## config.mk

```make
export PLATFORM = sky130hd
export DESIGN_NAME = fdc_ctrl
export DESIGN_NICKNAME = d
export VERILOG_FILES = /design/src/hdl/fdc_lfsr_ptr.v /design/src/hdl/fdc_ctrl.v
export VERILOG_INCLUDE_DIRS = /design/src /design/src/hdl
export SDC_FILE = /design/constraint.sdc
export NUM_CORES = 1
export LEC_CHECK = 0
export BUFFER_PORTS_ARGS = -buffer_cell sky130_fd_sc_hd__buf_2
export CAP_MARGIN = 10
export CORE_MARGIN = 3
export CORE_UTILIZATION = 40
export DETAILED_ROUTE_END_ITERATION = 12
export HOLD_SLACK_MARGIN = 0.05
export SETUP_SLACK_MARGIN = 0.5
export SLEW_MARGIN = 10
export SYNTH_ARGS = -nofsm -noshare
export SYNTH_HDL_FRONTEND = slang
export SYNTH_HIERARCHICAL = 1
export SYNTH_SLANG_ARGS = --single-unit
```

## constraint.sdc

```tcl
create_clock -name mclk -period 2.06 [get_ports mclk]
set_input_delay 0.103 -clock mclk [delete_from_list [all_inputs] [get_ports mclk]]
set_output_delay 0.103 -clock mclk [all_outputs]
set_load 0.01 [all_outputs]
```

## src/hdl/fdc_consts.vh

```
// Constants for the shift-register pointer DRAM FIFO controller.
`ifndef FDC_CONSTS_VH
`define FDC_CONSTS_VH
`define FDC_PTR_W 20
`define FDC_ADDR_W 10
`define FDC_TAP_HI 19
`define FDC_TAP_LO 16
`define FDC_PTR_RST 20'h00000
`define FDC_CLK_NS 4
`define FDC_PHASE_NS 60
`define FDC_PHASE_CYC ((`FDC_PHASE_NS + `FDC_CLK_NS - 1) / `FDC_CLK_NS)
`define FDC_REF_NS 15600
`define FDC_REF_CYC (`FDC_REF_NS / `FDC_CLK_NS)
`define FDC_CNT_W 12
`endif

```

## src/hdl/fdc_lfsr_ptr.v

```verilog
// Twenty-bit shift-register pointer with XNOR feedback, used for both FIFO pointers.
`timescale 1ns/1ns
`include "fdc_consts.vh"
module fdc_lfsr_ptr (
  input wire mclk,
  input wire rst_n,
  input wire step,
  output reg [`FDC_PTR_W-1:0] ptr_r,
  output wire [`FDC_PTR_W-1:0] ptr_nxt
);
  // XNOR feedback makes all-ones the lockup state, so reset to zero is safe.
  assign ptr_nxt = {ptr_r[`FDC_PTR_W-2:0], ~(ptr_r[`FDC_TAP_HI] ^ ptr_r[`FDC_TAP_LO])};

  // The pointer moves only when its access has finished.
  always @(posedge mclk) begin
    if (!rst_n) begin
      ptr_r <= `FDC_PTR_RST;
    end else if (step) begin
      ptr_r <= ptr_nxt;
    end
  end
endmodule

```

## src/hdl/fdc_ctrl.v

```verilog
// Bit-serial FIFO controller that stores its data in a single-port DRAM.
// What this block does
// - A 20-bit write pointer selects the DRAM location for the next incoming bit.
// - A separate 20-bit read pointer selects the DRAM location of the next bit to deliver.
// - A write that leaves the pointers equal sets full, and writes are refused while full.
// - A read that leaves the pointers equal sets empty, and reads are refused while empty.
// - DRAM reads and writes run strictly one after another, so the last operation tells full from empty.
// - Both pointers are shift-register counters with identical feedback and so the same sequence.
// - Each pointer has a period of two to the twentieth minus one, skipping one lockup state.
// - The 10-bit DRAM address is taken from alternate pointer bits with no separate selector.
// - Those bits give the row address before the increment shift and the column address after it.
// - User requests arrive at any time and are synchronised before any DRAM cycle starts.
// - Refresh drives the column strobe before the row strobe and supplies no address.
`timescale 1ns/1ns
`include "fdc_consts.vh"
module fdc_ctrl (
  input wire mclk,
  input wire rst_n,
  input wire wr_req,
  input wire wr_data,
  input wire rd_req,
  output reg wr_done_r,
  output reg rd_valid_r,
  output reg rd_data_r,
  output reg full_r,
  output reg empty_r,
  output reg [`FDC_ADDR_W-1:0] dram_addr_r,
  output reg dram_ras_n_r,
  output reg dram_cas_n_r,
  output reg dram_we_n_r,
  output reg dram_din_r,
  input wire dram_dout
);
  localparam [31:0] PH_LOAD_I = `FDC_PHASE_CYC - 1;
  localparam [31:0] REF_LOAD_I = `FDC_REF_CYC - 1;
  // The counts are cut to the counter width on purpose; both fit well inside it.
  localparam [`FDC_CNT_W-1:0] PH_LOAD = PH_LOAD_I[`FDC_CNT_W-1:0];
  localparam [`FDC_CNT_W-1:0] REF_LOAD = REF_LOAD_I[`FDC_CNT_W-1:0];
  localparam [5:0] S_IDLE = 6'h01;
  localparam [5:0] S_ROW = 6'h02;
  localparam [5:0] S_COL = 6'h04;
  localparam [5:0] S_PRE = 6'h08;
  localparam [5:0] S_RCAS = 6'h10;
  localparam [5:0] S_RRAS = 6'h20;

  reg [5:0] state_r;
  reg op_wr_r;
  reg last_wr_r;
  reg [2:0] wr_sync_r;
  reg [2:0] rd_sync_r;
  reg wr_pend_r;
  reg rd_pend_r;
  reg ref_pend_r;
  reg wr_buf_r;
  reg [`FDC_CNT_W-1:0] ph_cnt_r;
  reg [`FDC_CNT_W-1:0] ref_cnt_r;
  wire [`FDC_PTR_W-1:0] wptr;
  wire [`FDC_PTR_W-1:0] wptr_nxt;
  wire [`FDC_PTR_W-1:0] rptr;
  wire [`FDC_PTR_W-1:0] rptr_nxt;
  wire wr_edge;
  wire rd_edge;
  wire ph_done;
  wire ref_due;
  wire wr_ok;
  wire rd_ok;
  reg grant_ref;
  reg grant_wr;
  reg grant_rd;
  reg wr_take;
  reg rd_take;
  wire col_end;
  wire wstep;
  wire rstep;

  // Alternate pointer bits form the DRAM address, so no row/column selector is needed.
  function [`FDC_ADDR_W-1:0] fdc_alt_bits;
    input [`FDC_PTR_W-1:0] p;
    integer i;
    begin
      for (i = 0; i < `FDC_ADDR_W; i = i + 1) begin
        fdc_alt_bits[i] = p[2*i];
      end
    end
  endfunction

  // Both pointers share one module, hence identical feedback and sequence.
  fdc_lfsr_ptr u_wptr (
    .mclk(mclk),
    .rst_n(rst_n),
    .step(wstep),
    .ptr_r(wptr),
    .ptr_nxt(wptr_nxt)
  );

  fdc_lfsr_ptr u_rptr (
    .mclk(mclk),
    .rst_n(rst_n),
    .step(rstep),
    .ptr_r(rptr),
    .ptr_nxt(rptr_nxt)
  );

  // Edge detectors read the second and third stages, never the first.
  assign wr_edge = wr_sync_r[1] & ~wr_sync_r[2];
  assign rd_edge = rd_sync_r[1] & ~rd_sync_r[2];
  assign ph_done = (ph_cnt_r == {`FDC_CNT_W{1'b0}});
  assign ref_due = (ref_cnt_r == {`FDC_CNT_W{1'b0}});
  assign wr_ok = wr_pend_r & ~full_r;
  assign rd_ok = rd_pend_r & ~empty_r;
  assign col_end = state_r[2] & ph_done;
  assign wstep = col_end & op_wr_r;
  assign rstep = col_end & ~op_wr_r;

  // Refresh outranks data; data requests alternate when both wait, so none starves.
  always @* begin
    grant_ref = 1'b0;
    grant_wr = 1'b0;
    grant_rd = 1'b0;
    if (state_r == S_IDLE) begin
      if (ref_pend_r) begin
        grant_ref = 1'b1;
      end else if (wr_ok && (!rd_ok || !last_wr_r)) begin
        grant_wr = 1'b1;
      end else if (rd_ok) begin
        grant_rd = 1'b1;
      end
    end
    // A request is consumed when granted, or dropped when refused in idle.
    wr_take = grant_wr | ((state_r == S_IDLE) & wr_pend_r & full_r);
    rd_take = grant_rd | ((state_r == S_IDLE) & rd_pend_r & empty_r);
  end

  // Synchronisers, pending flags and the refresh timer; a new event beats a take.
  always @(posedge mclk) begin
    if (!rst_n) begin
      wr_sync_r <= 3'h0;
      rd_sync_r <= 3'h0;
      wr_pend_r <= 1'b0;
      rd_pend_r <= 1'b0;
      ref_pend_r <= 1'b0;
      wr_buf_r <= 1'b0;
      ref_cnt_r <= REF_LOAD;
    end else begin
      wr_sync_r <= {wr_sync_r[1:0], wr_req};
      rd_sync_r <= {rd_sync_r[1:0], rd_req};
      wr_pend_r <= wr_edge | (wr_pend_r & ~wr_take);
      rd_pend_r <= rd_edge | (rd_pend_r & ~rd_take);
      // Data is caught with the synchronised edge; the user must hold it for three clocks after the request rises.
      if (wr_edge) begin
        wr_buf_r <= wr_data;
      end
      ref_pend_r <= ref_due | (ref_pend_r & ~grant_ref);
      ref_cnt_r <= ref_due ? REF_LOAD : ref_cnt_r - 1'b1;
    end
  end

  // Cycle sequencer: one DRAM access at a time, each phase held a fixed time.
  always @(posedge mclk) begin
    if (!rst_n) begin
      state_r <= S_IDLE;
      op_wr_r <= 1'b0;
      last_wr_r <= 1'b0;
      ph_cnt_r <= {`FDC_CNT_W{1'b0}};
      wr_done_r <= 1'b0;
      rd_valid_r <= 1'b0;
      rd_data_r <= 1'b0;
      full_r <= 1'b0;
      empty_r <= 1'b1;
      dram_addr_r <= {`FDC_ADDR_W{1'b0}};
      dram_ras_n_r <= 1'b1;
      dram_cas_n_r <= 1'b1;
      dram_we_n_r <= 1'b1;
      dram_din_r <= 1'b0;
    end else begin
      wr_done_r <= 1'b0;
      rd_valid_r <= 1'b0;
      if (!ph_done) begin
        ph_cnt_r <= ph_cnt_r - 1'b1;
      end
      case (state_r)
        S_IDLE: begin
          if (grant_ref) begin
            state_r <= S_RCAS;
            dram_cas_n_r <= 1'b0;
            ph_cnt_r <= PH_LOAD;
          end else if (grant_wr || grant_rd) begin
            state_r <= S_ROW;
            op_wr_r <= grant_wr;
            last_wr_r <= grant_wr;
            dram_addr_r <= fdc_alt_bits(grant_wr ? wptr : rptr);
            dram_din_r <= wr_buf_r;
            dram_ras_n_r <= 1'b0;
            ph_cnt_r <= PH_LOAD;
          end
        end
        S_ROW: begin
          if (ph_done) begin
            state_r <= S_COL;
            dram_addr_r <= fdc_alt_bits(op_wr_r ? wptr_nxt : rptr_nxt);
            dram_cas_n_r <= 1'b0;
            dram_we_n_r <= ~op_wr_r;
            ph_cnt_r <= PH_LOAD;
          end
        end
        S_COL: begin
          if (ph_done) begin
            state_r <= S_PRE;
            dram_ras_n_r <= 1'b1;
            dram_cas_n_r <= 1'b1;
            dram_we_n_r <= 1'b1;
            ph_cnt_r <= PH_LOAD;
            // Flags come from the operation just finished; accesses never overlap.
            if (op_wr_r) begin
              wr_done_r <= 1'b1;
              full_r <= (wptr_nxt == rptr);
              empty_r <= 1'b0;
            end else begin
              rd_data_r <= dram_dout;
              rd_valid_r <= 1'b1;
              empty_r <= (rptr_nxt == wptr);
              full_r <= 1'b0;
            end
          end
        end
        S_RCAS: begin
          if (ph_done) begin
            state_r <= S_RRAS;
            dram_ras_n_r <= 1'b0;
            ph_cnt_r <= PH_LOAD;
          end
        end
        S_RRAS: begin
          if (ph_done) begin
            state_r <= S_PRE;
            dram_ras_n_r <= 1'b1;
            dram_cas_n_r <= 1'b1;
            ph_cnt_r <= PH_LOAD;
          end
        end
        S_PRE: begin
          // Precharge time lets the row strobe recover before the next access.
          if (ph_done) begin
            state_r <= S_IDLE;
          end
        end
        default: begin
          state_r <= S_IDLE;
        end
      endcase
    end
  end
endmodule

```

==> run_results.csv, run 1 <==
group,metric,value,unit
cells_and_area,n_antenna_cell,0,
grt,grtUsageTotal,0.177,
timing,max_clock_freq,471,MHz
floorplanning,floorplan.die_area,14500,µm²
placement,place.detailed.hpwl,8.06,mm
clock_tree,clock_path_buffers,2,
timing,max-slew-margin-rel,0.529,
synth,postSynthCellCount,573,
setup_path,timing_worst_setup_path_type,"reg -> reg",
status,failing_checks,"negative setup slack",
placement,dp.cells,749,
floorplanning,initial_utilization,0.412,
synth,yosys_warnings,6,
cells_and_area,layout-area-overhead-vs-synth,29.6,%
synth,number_of_synthesized_flops_with_an_enable_pin,0,
clock_tree,clock_sinks,100,
synth,synth_simple_gate_area_frac,0.201,
placement,gpl.final_weighted_congestion,0.866,
route,post_drt_via_cell_ratio,5.16,
cells_and_area,area_of_the_multi_input_gates,3330,µm²
clock_tree,cts.reportedPaths.clkPinSlew,70,ps
setup_path,worst-endpoint-required,2330,ps
power_and_ir_drop,powerDensity,840,nW/µm²
clock_tree,cts-buffers-inserted,9,
timing,slew_violations,0,
timing,setup_repair_after_global_routing_missed_its_margin,"yes",
clock_tree,clock_latency,350,ps
setup_path,crit_path_cell_trace,"or4_4, nor4b_4, buf_4, inv_4, or2_4, or3_1, a21oi_1",
synth,synth_compound_gate_area_share,0.0951,
setup_path,highest_cell_delay_on_the_worst_timing_path,540,ps
synth,synth.yosys.seq_area_share,0.383,
cells_and_area,ff_latch_area,2020,µm²
timing,min_period,2120,ps
synth,synth_flop_type,"sky130_fd_sc_hd__dfxtp_1",
route,detailedRoute.firstIterationViolations,230,
synth,synth.avg_cell_area,9.12,µm²
route,detail_route.drc_violations,0,
min_path,min_path_type,"in -> reg",
clock_tree,cts_tree,"yes",
power_and_ir_drop,fin_total_pwr,5680,µW
cells_and_area,fin_cells,789,
setup_path,critical_path_buf_inv_count,2,
status,run_status,"finished with violations",
floorplanning,ios,25,
timing,finalSetupTns,-427,ps
setup_path,critical-path-slowest-cell,"sky130_fd_sc_hd__or4_4",
clock_tree,htreeDepth,3,
timing,endpoints_failing_hold,0,
grt,grt_antenna_before_repair,0,
synth,ys_types,51,
route,routed_wirelength,12.6,mm
placement,post-place-ws,-91.1,ps
grt,grt_start_max_net_pins,75,
timing,fin_worst_hold_slack,362,ps
synth,post_synth_xor_area_fraction,0.102,
synth,synth.ff_latch_count,100,
setup_path,crit_fanout,5,
cells_and_area,share_of_post_route_cells_with_drive_strength_above_1,0.321,
setup_path,critical_path.top_delay_family,"simple AND/OR/NAND/NOR gates",
grt,first_global_vias,4036,
synth,synth_top_family_by_area,"simple AND/OR/NAND/NOR gates",
synth,post_synth_instance_area,5220,µm²
setup_path,worst_ep_arrival_time,2390,ps
power_and_ir_drop,total_leakage_power,0.00255,µW
route,post_drt_wl_per_cell,16.0,µm
timing,setup_viol,22,
synth,yosys-mux-area-fraction,0.119,
route,final_antenna_net_count,0,
timing,fin_skew,7.27,ps
floorplanning,dieHeight,120,µm
cells_and_area,finalNetCount,622,
setup_path,setup.worst_path.end_class,"flop",
grt,global_route_wire_length_before_repair,20.4,mm
floorplanning,coreArea,12700,µm²
clock_tree,master_cell_of_the_clock_root_buffer,"sky130_fd_sc_hd__clkbuf_16",
synth,post_synth_fa_ha_maj_area_fraction,0.00958,
timing,worst_slack,-61.9,ps
job,drv_cap,0,
setup_path,critPathLaunchType,"flop",
placement,port_buffers,24,
synth,asyncSetResetFlopFracSynth,0,
timing,min_period_over_period,1.03,
grt,grt_overflow_total,0,
floorplanning,placementRows,41,
synth,synth_nets,583,
floorplanning,die_x,120,µm
power_and_ir_drop,worst_ir_drop_vdd,567,µV
route,drt_first_pass_iters,4,
route,routed-via-count,4075,
cells_and_area,fillCellCount,1147,
timing,worstMarginPinSlew,701,ps
==> path summary, 6_finish.rpt <==
check / start / to / slack (ps) / cells past startpoint
worst max register to register: ph_cnt_r[10] / full_r / -60 / 7
worst min-delay path: rst_n / state_r[1] / 360 / 3
worst min register to register: ref_cnt_r[0] / ref_cnt_r[0] / 410 / 1
worst max-delay path: ph_cnt_r[10] / full_r / -60 / 7
==> area by class of cell <==
cell class / count / area share
Multi-Input combinational cell: 394 / 0.492
Tap cell: 172 / 0.0318
Clock inverter: 6 / 0.0129
Sequential cell: 100 / 0.298
Clock buffer: 10 / 0.0353
Timing Repair Buffer: 95 / 0.123
Inverter: 12 / 0.00703
==> worst min-delay path: stages <==
cell	delay (ps)
sky130_fd_sc_hd__buf_2	110
sky130_fd_sc_hd__clkinv_1	390
sky130_fd_sc_hd__a21oi_2	50
==> cell usage after synthesis, drive strengths merged (7+ instances only) <==
library cell  count  area (µm²)
o221ai           10        87.6
buf              47         352
a21oi            25         125
xor2             27         236
nor2             28         105
or3               7        43.8
nor2b            45         282
dfxtp           100        2000
inv              11        41.3
nor3             19        95.1
nand3             7        35.0
mux2i            62         621
nor4             12        75.1
o21ai            14        70.1
clkbuf           20        75.1
and2              8        50.1
xnor2            34         298
nand2            39         146
==> registers in the layout, indices dropped and copies added (netlist names), 3 cells and up <==
| name | flops |
|---|---|
| dram_addr_r | 10 |
| ph_cnt_r | 12 |
| rd_sync_r | 3 |
| ref_cnt_r | 12 |
| state_r | 6 |
| u_rptr/ptr_r | 20 |
| u_wptr/ptr_r | 20 |
| wr_sync_r | 3 |
==> cells by family after synthesis <==
logic type               Yosys count
XOR/XNOR                          61
AO/OA/AOI/OAI                     75
buffers and inverters             79
multiplexers                      62
flip-flops                       100
adder cells (fa/ha/maj)            4
AND/OR/NAND/NOR                  192
==> report_power, final <==
group,switching [µW],internal [µW]
sequential,110,2040
combinational,782,888
clock,765,1100
==> cells in the final DEF (no fill, tap or decap), drive strengths merged, types with 14 or more instances in the layout <==
cell	count
buf	90
nor3	19
xnor2	34
nor2b	45
a21oi	25
xor2	27
mux2i	62
dfxtp	100
o21ai	14
nor2	28
nand2	39
==> layer usage <==
layer	up-vias	share of wire	GRT usage	routed length [µm]
li1	2024	-	-	-
met1	1985	0.49	0.240	6200
met2	51	0.46	0.281	5850
met3	15	0.027	0.0355	342
met4	0	0.016	0.0616	207
met5	-	0	0	0
==> what timing repair did <==
item | CTS | global route
endpoints found under the setup margin | 91 | 92
buffers inserted | 11 | 6
hold buffers | 4 | 0
hold endpoints to repair | 4 | 0
resized for setup | 83 | 43
gates cloned | 2 | 1
pin swaps | 21 | 25
==> stage by stage <==
step                 util  area [µm²]
floorplan               -        5360
global placement    0.445        5630
detailed placement  0.445        5630
CTS                 0.512        6490
global route        0.534        6770
finish              0.534        6770
Note: power is estimated with default switching activity, not from simulation.
==> run 2: changes to the inputs <==
Settings changed: ABC_AREA set to 1.
==> run 2 against run 1 <==
The run now ends clean. Die area up 3.0%. Sequential power increased by 13%. Synthesized cell count up 38%. Flip-flop and latch count unchanged. Largest cell class unchanged. Combinational power grew 77%. Critical path depth up 3. Hold slack worse by 210 ps. Global-route usage up 0.30 points. Clock power fell by 8%. Area after synthesis grew 3.1%. Register-to-register slack better by 500 ps. Wire length grew 9.0%.
==> run_results.csv, run 2 <==
group,metric,value,unit
cells_and_area,area_of_the_multi_input_gates,2970,µm²
route,detail_route.drc_violations,0,
timing,min_period_over_period,0.787,
route,final_antenna_net_count,0,
route,detailedRoute.firstIterationViolations,356,
timing,max_clock_freq,617,MHz
route,met3RoutedLength,788,µm
cells_and_area,layout_commonest_cell,"sky130_fd_sc_hd__nor2_1",
clock_tree,clock_sinks,100,
synth,synthTopCellsByArea,"sky130_fd_sc_hd__dfxtp_1, sky130_fd_sc_hd__nor2_1, sky130_fd_sc_hd__nand2_1, sky130_fd_sc_hd__buf_4, sky130_fd_sc_hd__inv_1",
synth,post-synth-top-count-cell,"sky130_fd_sc_hd__nor2_1",
grt,grt_overflow_total,0,
grt,grt_start_max_net_pins,36,
cells_and_area,layout.cells.most_common_list,"sky130_fd_sc_hd__nor2_1, sky130_fd_sc_hd__nand2_1, sky130_fd_sc_hd__dfxtp_1",
synth,yosys-top-cells-count,"sky130_fd_sc_hd__nor2_1, sky130_fd_sc_hd__nand2_1, sky130_fd_sc_hd__dfxtp_1",
synth,ys_types,32,
job,drv_cap,0,
floorplanning,ios,25,
cells_and_area,ff_latch_area,2020,µm²
clock_tree,cts-buffers-inserted,9,
route,m1WireLength,6.23,mm
timing,min_period,1620,ps
synth,yosys_top_cell_by_area,"sky130_fd_sc_hd__dfxtp_1",
route,routed-via-count,4950,
timing,finalSetupTns,0,ps
cells_and_area,fillCellCount,1232,
synth,synth.avg_cell_area,6.80,µm²
power_and_ir_drop,powerDensity,1100,nW/µm²
clock_tree,cts_tree,"yes",
setup_path,crit_fanout,4,
cells_and_area,layout_top_registers,"u_rptr/ptr_r: 20 flops, u_wptr/ptr_r: 20 flops",
route,drt_first_pass_iters,5,
clock_tree,master_cell_of_the_clock_root_buffer,"sky130_fd_sc_hd__clkbuf_16",
placement,post-place-ws,273,ps
cells_and_area,share_of_post_route_cells_with_drive_strength_above_1,0.247,
power_and_ir_drop,total_leakage_power,0.00301,µW
power_and_ir_drop,worst_ir_drop_vdd,540,µV
timing,fin_worst_hold_slack,155,ps
timing,setup_viol,0,
route,wl_met2,6.41,mm
cells_and_area,finalNetCount,824,
placement,dp.cells,939,
floorplanning,initial_utilization,0.418,
placement,gpl.final_weighted_congestion,0.898,
synth,number_of_synthesized_flops_with_an_enable_pin,0,
grt,grt_antenna_before_repair,1,
floorplanning,die_x,122,µm
synth,yosys_warnings,6,
synth,postSynthCellCount,792,
clock_tree,cts.reportedPaths.clkPinSlew,80,ps
setup_path,rrSetupSlack,440,ps
route,post_drt_via_cell_ratio,4.99,
synth,synth.ff_latch_count,100,
synth,asyncSetResetFlopFracSynth,0,
cells_and_area,layout-area-overhead-vs-synth,19.6,%
grt,global_route_wire_length_before_repair,21.4,mm
route,post_drt_wl_per_cell,13.8,µm
floorplanning,dieHeight,122,µm
timing,setup_repair_after_global_routing_missed_its_margin,"yes",
clock_tree,clock_path_buffers,2,
placement,port_buffers,24,
synth,synth_flop_type,"sky130_fd_sc_hd__dfxtp_1",
synth,synth.yosys.seq_area_share,0.372,
setup_path,worst-endpoint-required,2350,ps
setup_path,critPathLaunchType,"flop",
route,routed_wirelength,13.7,mm
status,run_status,"completed",
floorplanning,placementRows,41,
grt,grtUsageTotal,0.180,
clock_tree,htreeDepth,3,
setup_path,setup.worst_path.end_class,"flop",
route,top_layer_used,"met4",
timing,slew_violations,0,
setup_path,worst_ep_arrival_time,1910,ps
cells_and_area,final_core_util,0.501,
synth,synth_nets,802,
synth,synth_top_area_frac,0.372,
timing,worst_slack,439,ps
cells_and_area,fin_cells,992,
timing,endpoints_failing_hold,0,
timing,max-slew-margin-rel,0.677,
setup_path,timing_worst_setup_path_type,"reg -> reg",
synth,post_synth_instance_area,5390,µm²
placement,place.detailed.hpwl,9.10,mm
timing,fin_skew,10.0,ps
floorplanning,floorplan.die_area,14900,µm²
floorplanning,coreArea,12900,µm²
timing,worstMarginPinSlew,484,ps
clock_tree,clock_latency,360,ps
min_path,min_path_type,"in -> reg",
grt,first_global_vias,4587,
-- run 2: cell count changes after synthesis, sizes merged, moves of 9 or more --
cell and delta:
clkbuf -11, inv +82, mux2i -62, nand2 +102, nand3 +39, nor2 +148, nor2b -45, nor4 -11
o211ai +10, o21ai +52, o221ai -10, or2 +9, xnor2 -21
-- run 2: layer usage --
metal / up-vias / global-route usage
met2: 149 / 0.289
met5: - / 0
met4: 0 / 0.0637
met3: 24 / 0.0450
li1: 2499 / -
met1: 2278 / 0.235
-- run 2: logic make-up (layout without fill, tap and decap cells) --
kind of cell | Yosys count | in the layout | synth area share
other | 0 | 1 | 0
AND/OR/NAND/NOR | 397 | 398 | 0.313
AO/OA/AOI/OAI | 104 | 104 | 0.107
buffers and inverters | 155 | 181 | 0.147
adder cells (fa/ha/maj) | 4 | 4 | 0.00929
flip-flops | 100 | 100 | 0.372
XOR/XNOR | 32 | 32 | 0.0520
-- run 2: cell type report --
type / instances / area share
antenna: 1 / 0.000388
clock buffer: 9 / 0.0349
clock inverter: 7 / 0.0124
inverter: 93 / 0.0553
multi-input combinational: 538 / 0.461
sequential: 100 / 0.313
tap: 172 / 0.0334
timing repair buffer: 72 / 0.0895
-- run 2: what timing repair did --
item / in CTS / in global routing
endpoints found under the setup margin: 76 / 87
hold buffers: 4 / 0
pin swaps: 6 / 40
hold endpoints to repair: 4 / 0
gates resized for setup: 24 / 105
gates cloned: 1 / 4
buffers inserted: 10 / 17
-- run 2: report_power, final --
part,internal [µW],leakage [µW],total [µW],switching [µW]
logic,1260,0.00205,2950,1690
clock network,864,0.000146,1710,847
registers,2180,0.000815,2420,246
-- run 2: final timing paths --
path                startpoint             to  cells after the start
setup / recovery   ph_cnt_r[1]    ph_cnt_r[0]                     10
hold / removal           rst_n  ref_cnt_r[10]                      2
setup reg to reg   ph_cnt_r[1]    ph_cnt_r[0]                     10
hold reg to reg   ref_cnt_r[0]   ref_cnt_r[0]                      1
-- run 2: per-stage QoR --
step,power [µW],cell area [µm²]
3_3_place_gp,4430,5430
4_1_cts,6460,5950
5_1_grt,7540,6450
2_1_floorplan,4100,5440
3_5_place_dp,4480,5430
6_report,7090,6450
-- run 2: critical path: stages, from the launching register on --
cell and delay (ps):
sky130_fd_sc_hd__dfxtp_1 330, sky130_fd_sc_hd__inv_2 80, sky130_fd_sc_hd__ha_4 150, sky130_fd_sc_hd__nand2_4 50, sky130_fd_sc_hd__nor3_4 170, sky130_fd_sc_hd__nand2_4 130
sky130_fd_sc_hd__buf_6 160, sky130_fd_sc_hd__ha_4 230, sky130_fd_sc_hd__inv_2 50, sky130_fd_sc_hd__nand2_2 50, sky130_fd_sc_hd__a21oi_2 140
==> run 3: changes to the inputs <==
Settings changed: ABC_AREA 1 to 0.
Clock period 2.06 ns to 1.6 ns, I/O delays scaled along.
==> run 3 against run 2 <==
The run now ends with negative setup slack left. Sequential power increased by 11%. Global-route usage rose by 1.0 points. Wire length fell by 3.1%. Critical path type unchanged. First-iteration DRC count shrank 31%. Largest cell class unchanged. Via count fell by 12%. Highest routed layer unchanged. Design area rose by 11%. Flip-flop and latch count stayed put. Clock power grew 56%. Power increased by 4.4%.
==> run_results.csv, run 3 (same netlist as run 1, synthesis figures left out) <==
group,metric,value,unit
status,run_status,"finished with violations",
status,failing_checks,"negative setup slack",
setup_path,worst-endpoint-required,1890,ps
setup_path,reg2regPathDepth,7,
grt,grtUsageTotal,0.190,
grt,use_met2,0.316,
timing,max-slew-margin-rel,0.753,
power_and_ir_drop,powerDensity,1040,nW/µm²
grt,first_global_vias,4485,
grt,global_route_wire_length_before_repair,22.2,mm
timing,max_clock_freq,470,MHz
timing,finalSetupTns,-36500,ps
timing,min_period_over_period,1.33,
timing,fin_skew,5.61,ps
setup_path,worst_ep_arrival_time,2410,ps
timing,endpoints_failing_hold,0,
job,drv_cap,0,
grt,grt_busiest_layer,"met2",
clock_tree,clock_path_buffers,2,
cells_and_area,n_antenna_cell,0,
cells_and_area,ff_latch_area,2010,µm²
clock_tree,cts-buffers-inserted,9,
floorplanning,die_x,120,µm
floorplanning,placementRows,41,
timing,min_period,2130,ps
cells_and_area,finalNetCount,690,
route,post_drt_via_cell_ratio,5.10,
timing,setup_viol,92,
route,routed-via-count,4367,
route,detail_route.drc_violations,0,
floorplanning,ios,25,
power_and_ir_drop,total_leakage_power,0.00288,µW
clock_tree,cts.reportedPaths.clkPinSlew,70,ps
route,drt_first_pass_iters,4,
cells_and_area,layout.cells.most_common_list,"sky130_fd_sc_hd__buf_4, sky130_fd_sc_hd__dfxtp_1, sky130_fd_sc_hd__mux2i_1",
floorplanning,initial_utilization,0.412,
placement,dp.cells,816,
placement,gpl.final_weighted_congestion,0.862,
setup_path,r2r_end,"full_r",
placement,port_buffers,24,
placement,place.detailed.hpwl,9.12,mm
grt,grt_antenna_before_repair,0,
cells_and_area,share_of_post_route_cells_with_drive_strength_above_1,0.359,
setup_path,rrSetupSlack,-530,ps
setup_path,setup.worst_path.end_class,"flop",
setup_path,worst_setup_path_endpoint,"full_r",
setup_path,critPathLaunchType,"flop",
setup_path,regToRegStartpoint,"ph_cnt_r[10]",
timing,worst_slack,-526,ps
route,detailedRoute.firstIterationViolations,246,
setup_path,crit_path_start,"ph_cnt_r[10]",
min_path,min_path_type,"in -> reg",
floorplanning,dieHeight,120,µm
setup_path,timing_worst_setup_path_type,"reg -> reg",
cells_and_area,layout_top_registers,"u_rptr/ptr_r: 20 flops, u_wptr/ptr_r: 20 flops",
route,final_antenna_net_count,0,
cells_and_area,fillCellCount,1109,
cells_and_area,final_core_util,0.564,
clock_tree,clock_latency,350,ps
grt,grt_start_max_net_pins,28,
floorplanning,floorplan.die_area,14500,µm²
cells_and_area,fin_cells,857,
power_and_ir_drop,worst_ir_drop_vdd,534,µV
grt,grt_overflow_total,0,
floorplanning,coreArea,12700,µm²
cells_and_area,area_of_the_multi_input_gates,3160,µm²
timing,fin_worst_hold_slack,111,ps
grt,grt.met3_usage,0.0313,
cells_and_area,layout-area-overhead-vs-synth,36.7,%
cells_and_area,layout_commonest_cell,"sky130_fd_sc_hd__buf_4",
clock_tree,cts_tree,"yes",
route,routed_wirelength,13.3,mm
route,post_drt_wl_per_cell,15.5,µm
timing,setup_repair_after_global_routing_missed_its_margin,"yes",
setup_path,crit_fanout,7,
timing,slew_violations,0,
power_and_ir_drop,fin_total_pwr,7400,µW
grt,groute.layer.met1.usage,0.248,
timing,worstMarginPinSlew,368,ps
clock_tree,htreeDepth,3,
clock_tree,clock_sinks,100,
clock_tree,master_cell_of_the_clock_root_buffer,"sky130_fd_sc_hd__clkbuf_16",
run 3: cell count changes in the layout (fill, tap and decap cells not counted), sizes merged, moves of 39 or more:
cell / delta
inv: -85
nand2: -103
buf: +89
nor2b: +45
nand3: -39
mux2i: +62
nor2: -148
o21ai: -52
run 3: through the flow:
step	worst slack [ps]	area, µm²
after global placement	-687	6170
after detailed placement	-691	6170
after global routing	-578	7140
after floorplan	-513	5380
final	-526	7140
after CTS	-533	6900
run 3: power by group:
| part | switching (µW) | internal (µW) |
|---|---|---|
| clock | 990 | 1680 |
| combinational | 984 | 1060 |
| sequential | 66.7 | 2620 |
| total | 2040 | 5360 |
run 3: worst min-delay path by stage:
stage	depth (start not counted)	slack, ps	startpoint	endpoint
floorplan	1	210	rd_req	rd_sync_r[0]
global placement	2	290	rd_req	rd_sync_r[0]
detailed placement	2	290	rd_req	rd_sync_r[0]
CTS	3	100	rst_n	state_r[5]
global route	3	140	rst_n	state_r[2]
finish	3	110	rst_n	state_r[2]
run 3: repair_timing:
| item | in CTS | in global routing |
|---|---|---|
| cloned | 1 | 3 |
| setup endpoints to repair | 93 | 93 |
| pin swaps | 16 | 6 |
| setup buffers | 8 | 8 |
| gates resized for setup | 55 | 29 |
| hold buffers | 5 | 0 |
| endpoints found under the hold margin | 5 | 0 |
run 3: worst max-delay path: stages, from the launching register on:
cell	delay, ps
sky130_fd_sc_hd__dfxtp_2	320
sky130_fd_sc_hd__or4_4	550
sky130_fd_sc_hd__nor4b_4	230
sky130_fd_sc_hd__buf_6	180
sky130_fd_sc_hd__inv_6	40
sky130_fd_sc_hd__or2_4	260
sky130_fd_sc_hd__or3_4	350
sky130_fd_sc_hd__a21oi_2	120
run 3: routing by layer:
metal  vias up  part of all wire
li1       2164                 -
met2        68              0.48
met1      2116              0.46
met4         0             0.017
met3        19             0.038
met5         -                 0
run 3: final cells by class:
cell class | instances | area share
Timing Repair Buffer | 163 | 0.188
Inverter | 12 | 0.00701
Multi-Input combinational cell | 394 | 0.442
Tap cell | 172 | 0.0301
Clock inverter | 7 | 0.0194
Sequential cell | 100 | 0.281
Clock buffer | 9 | 0.0315
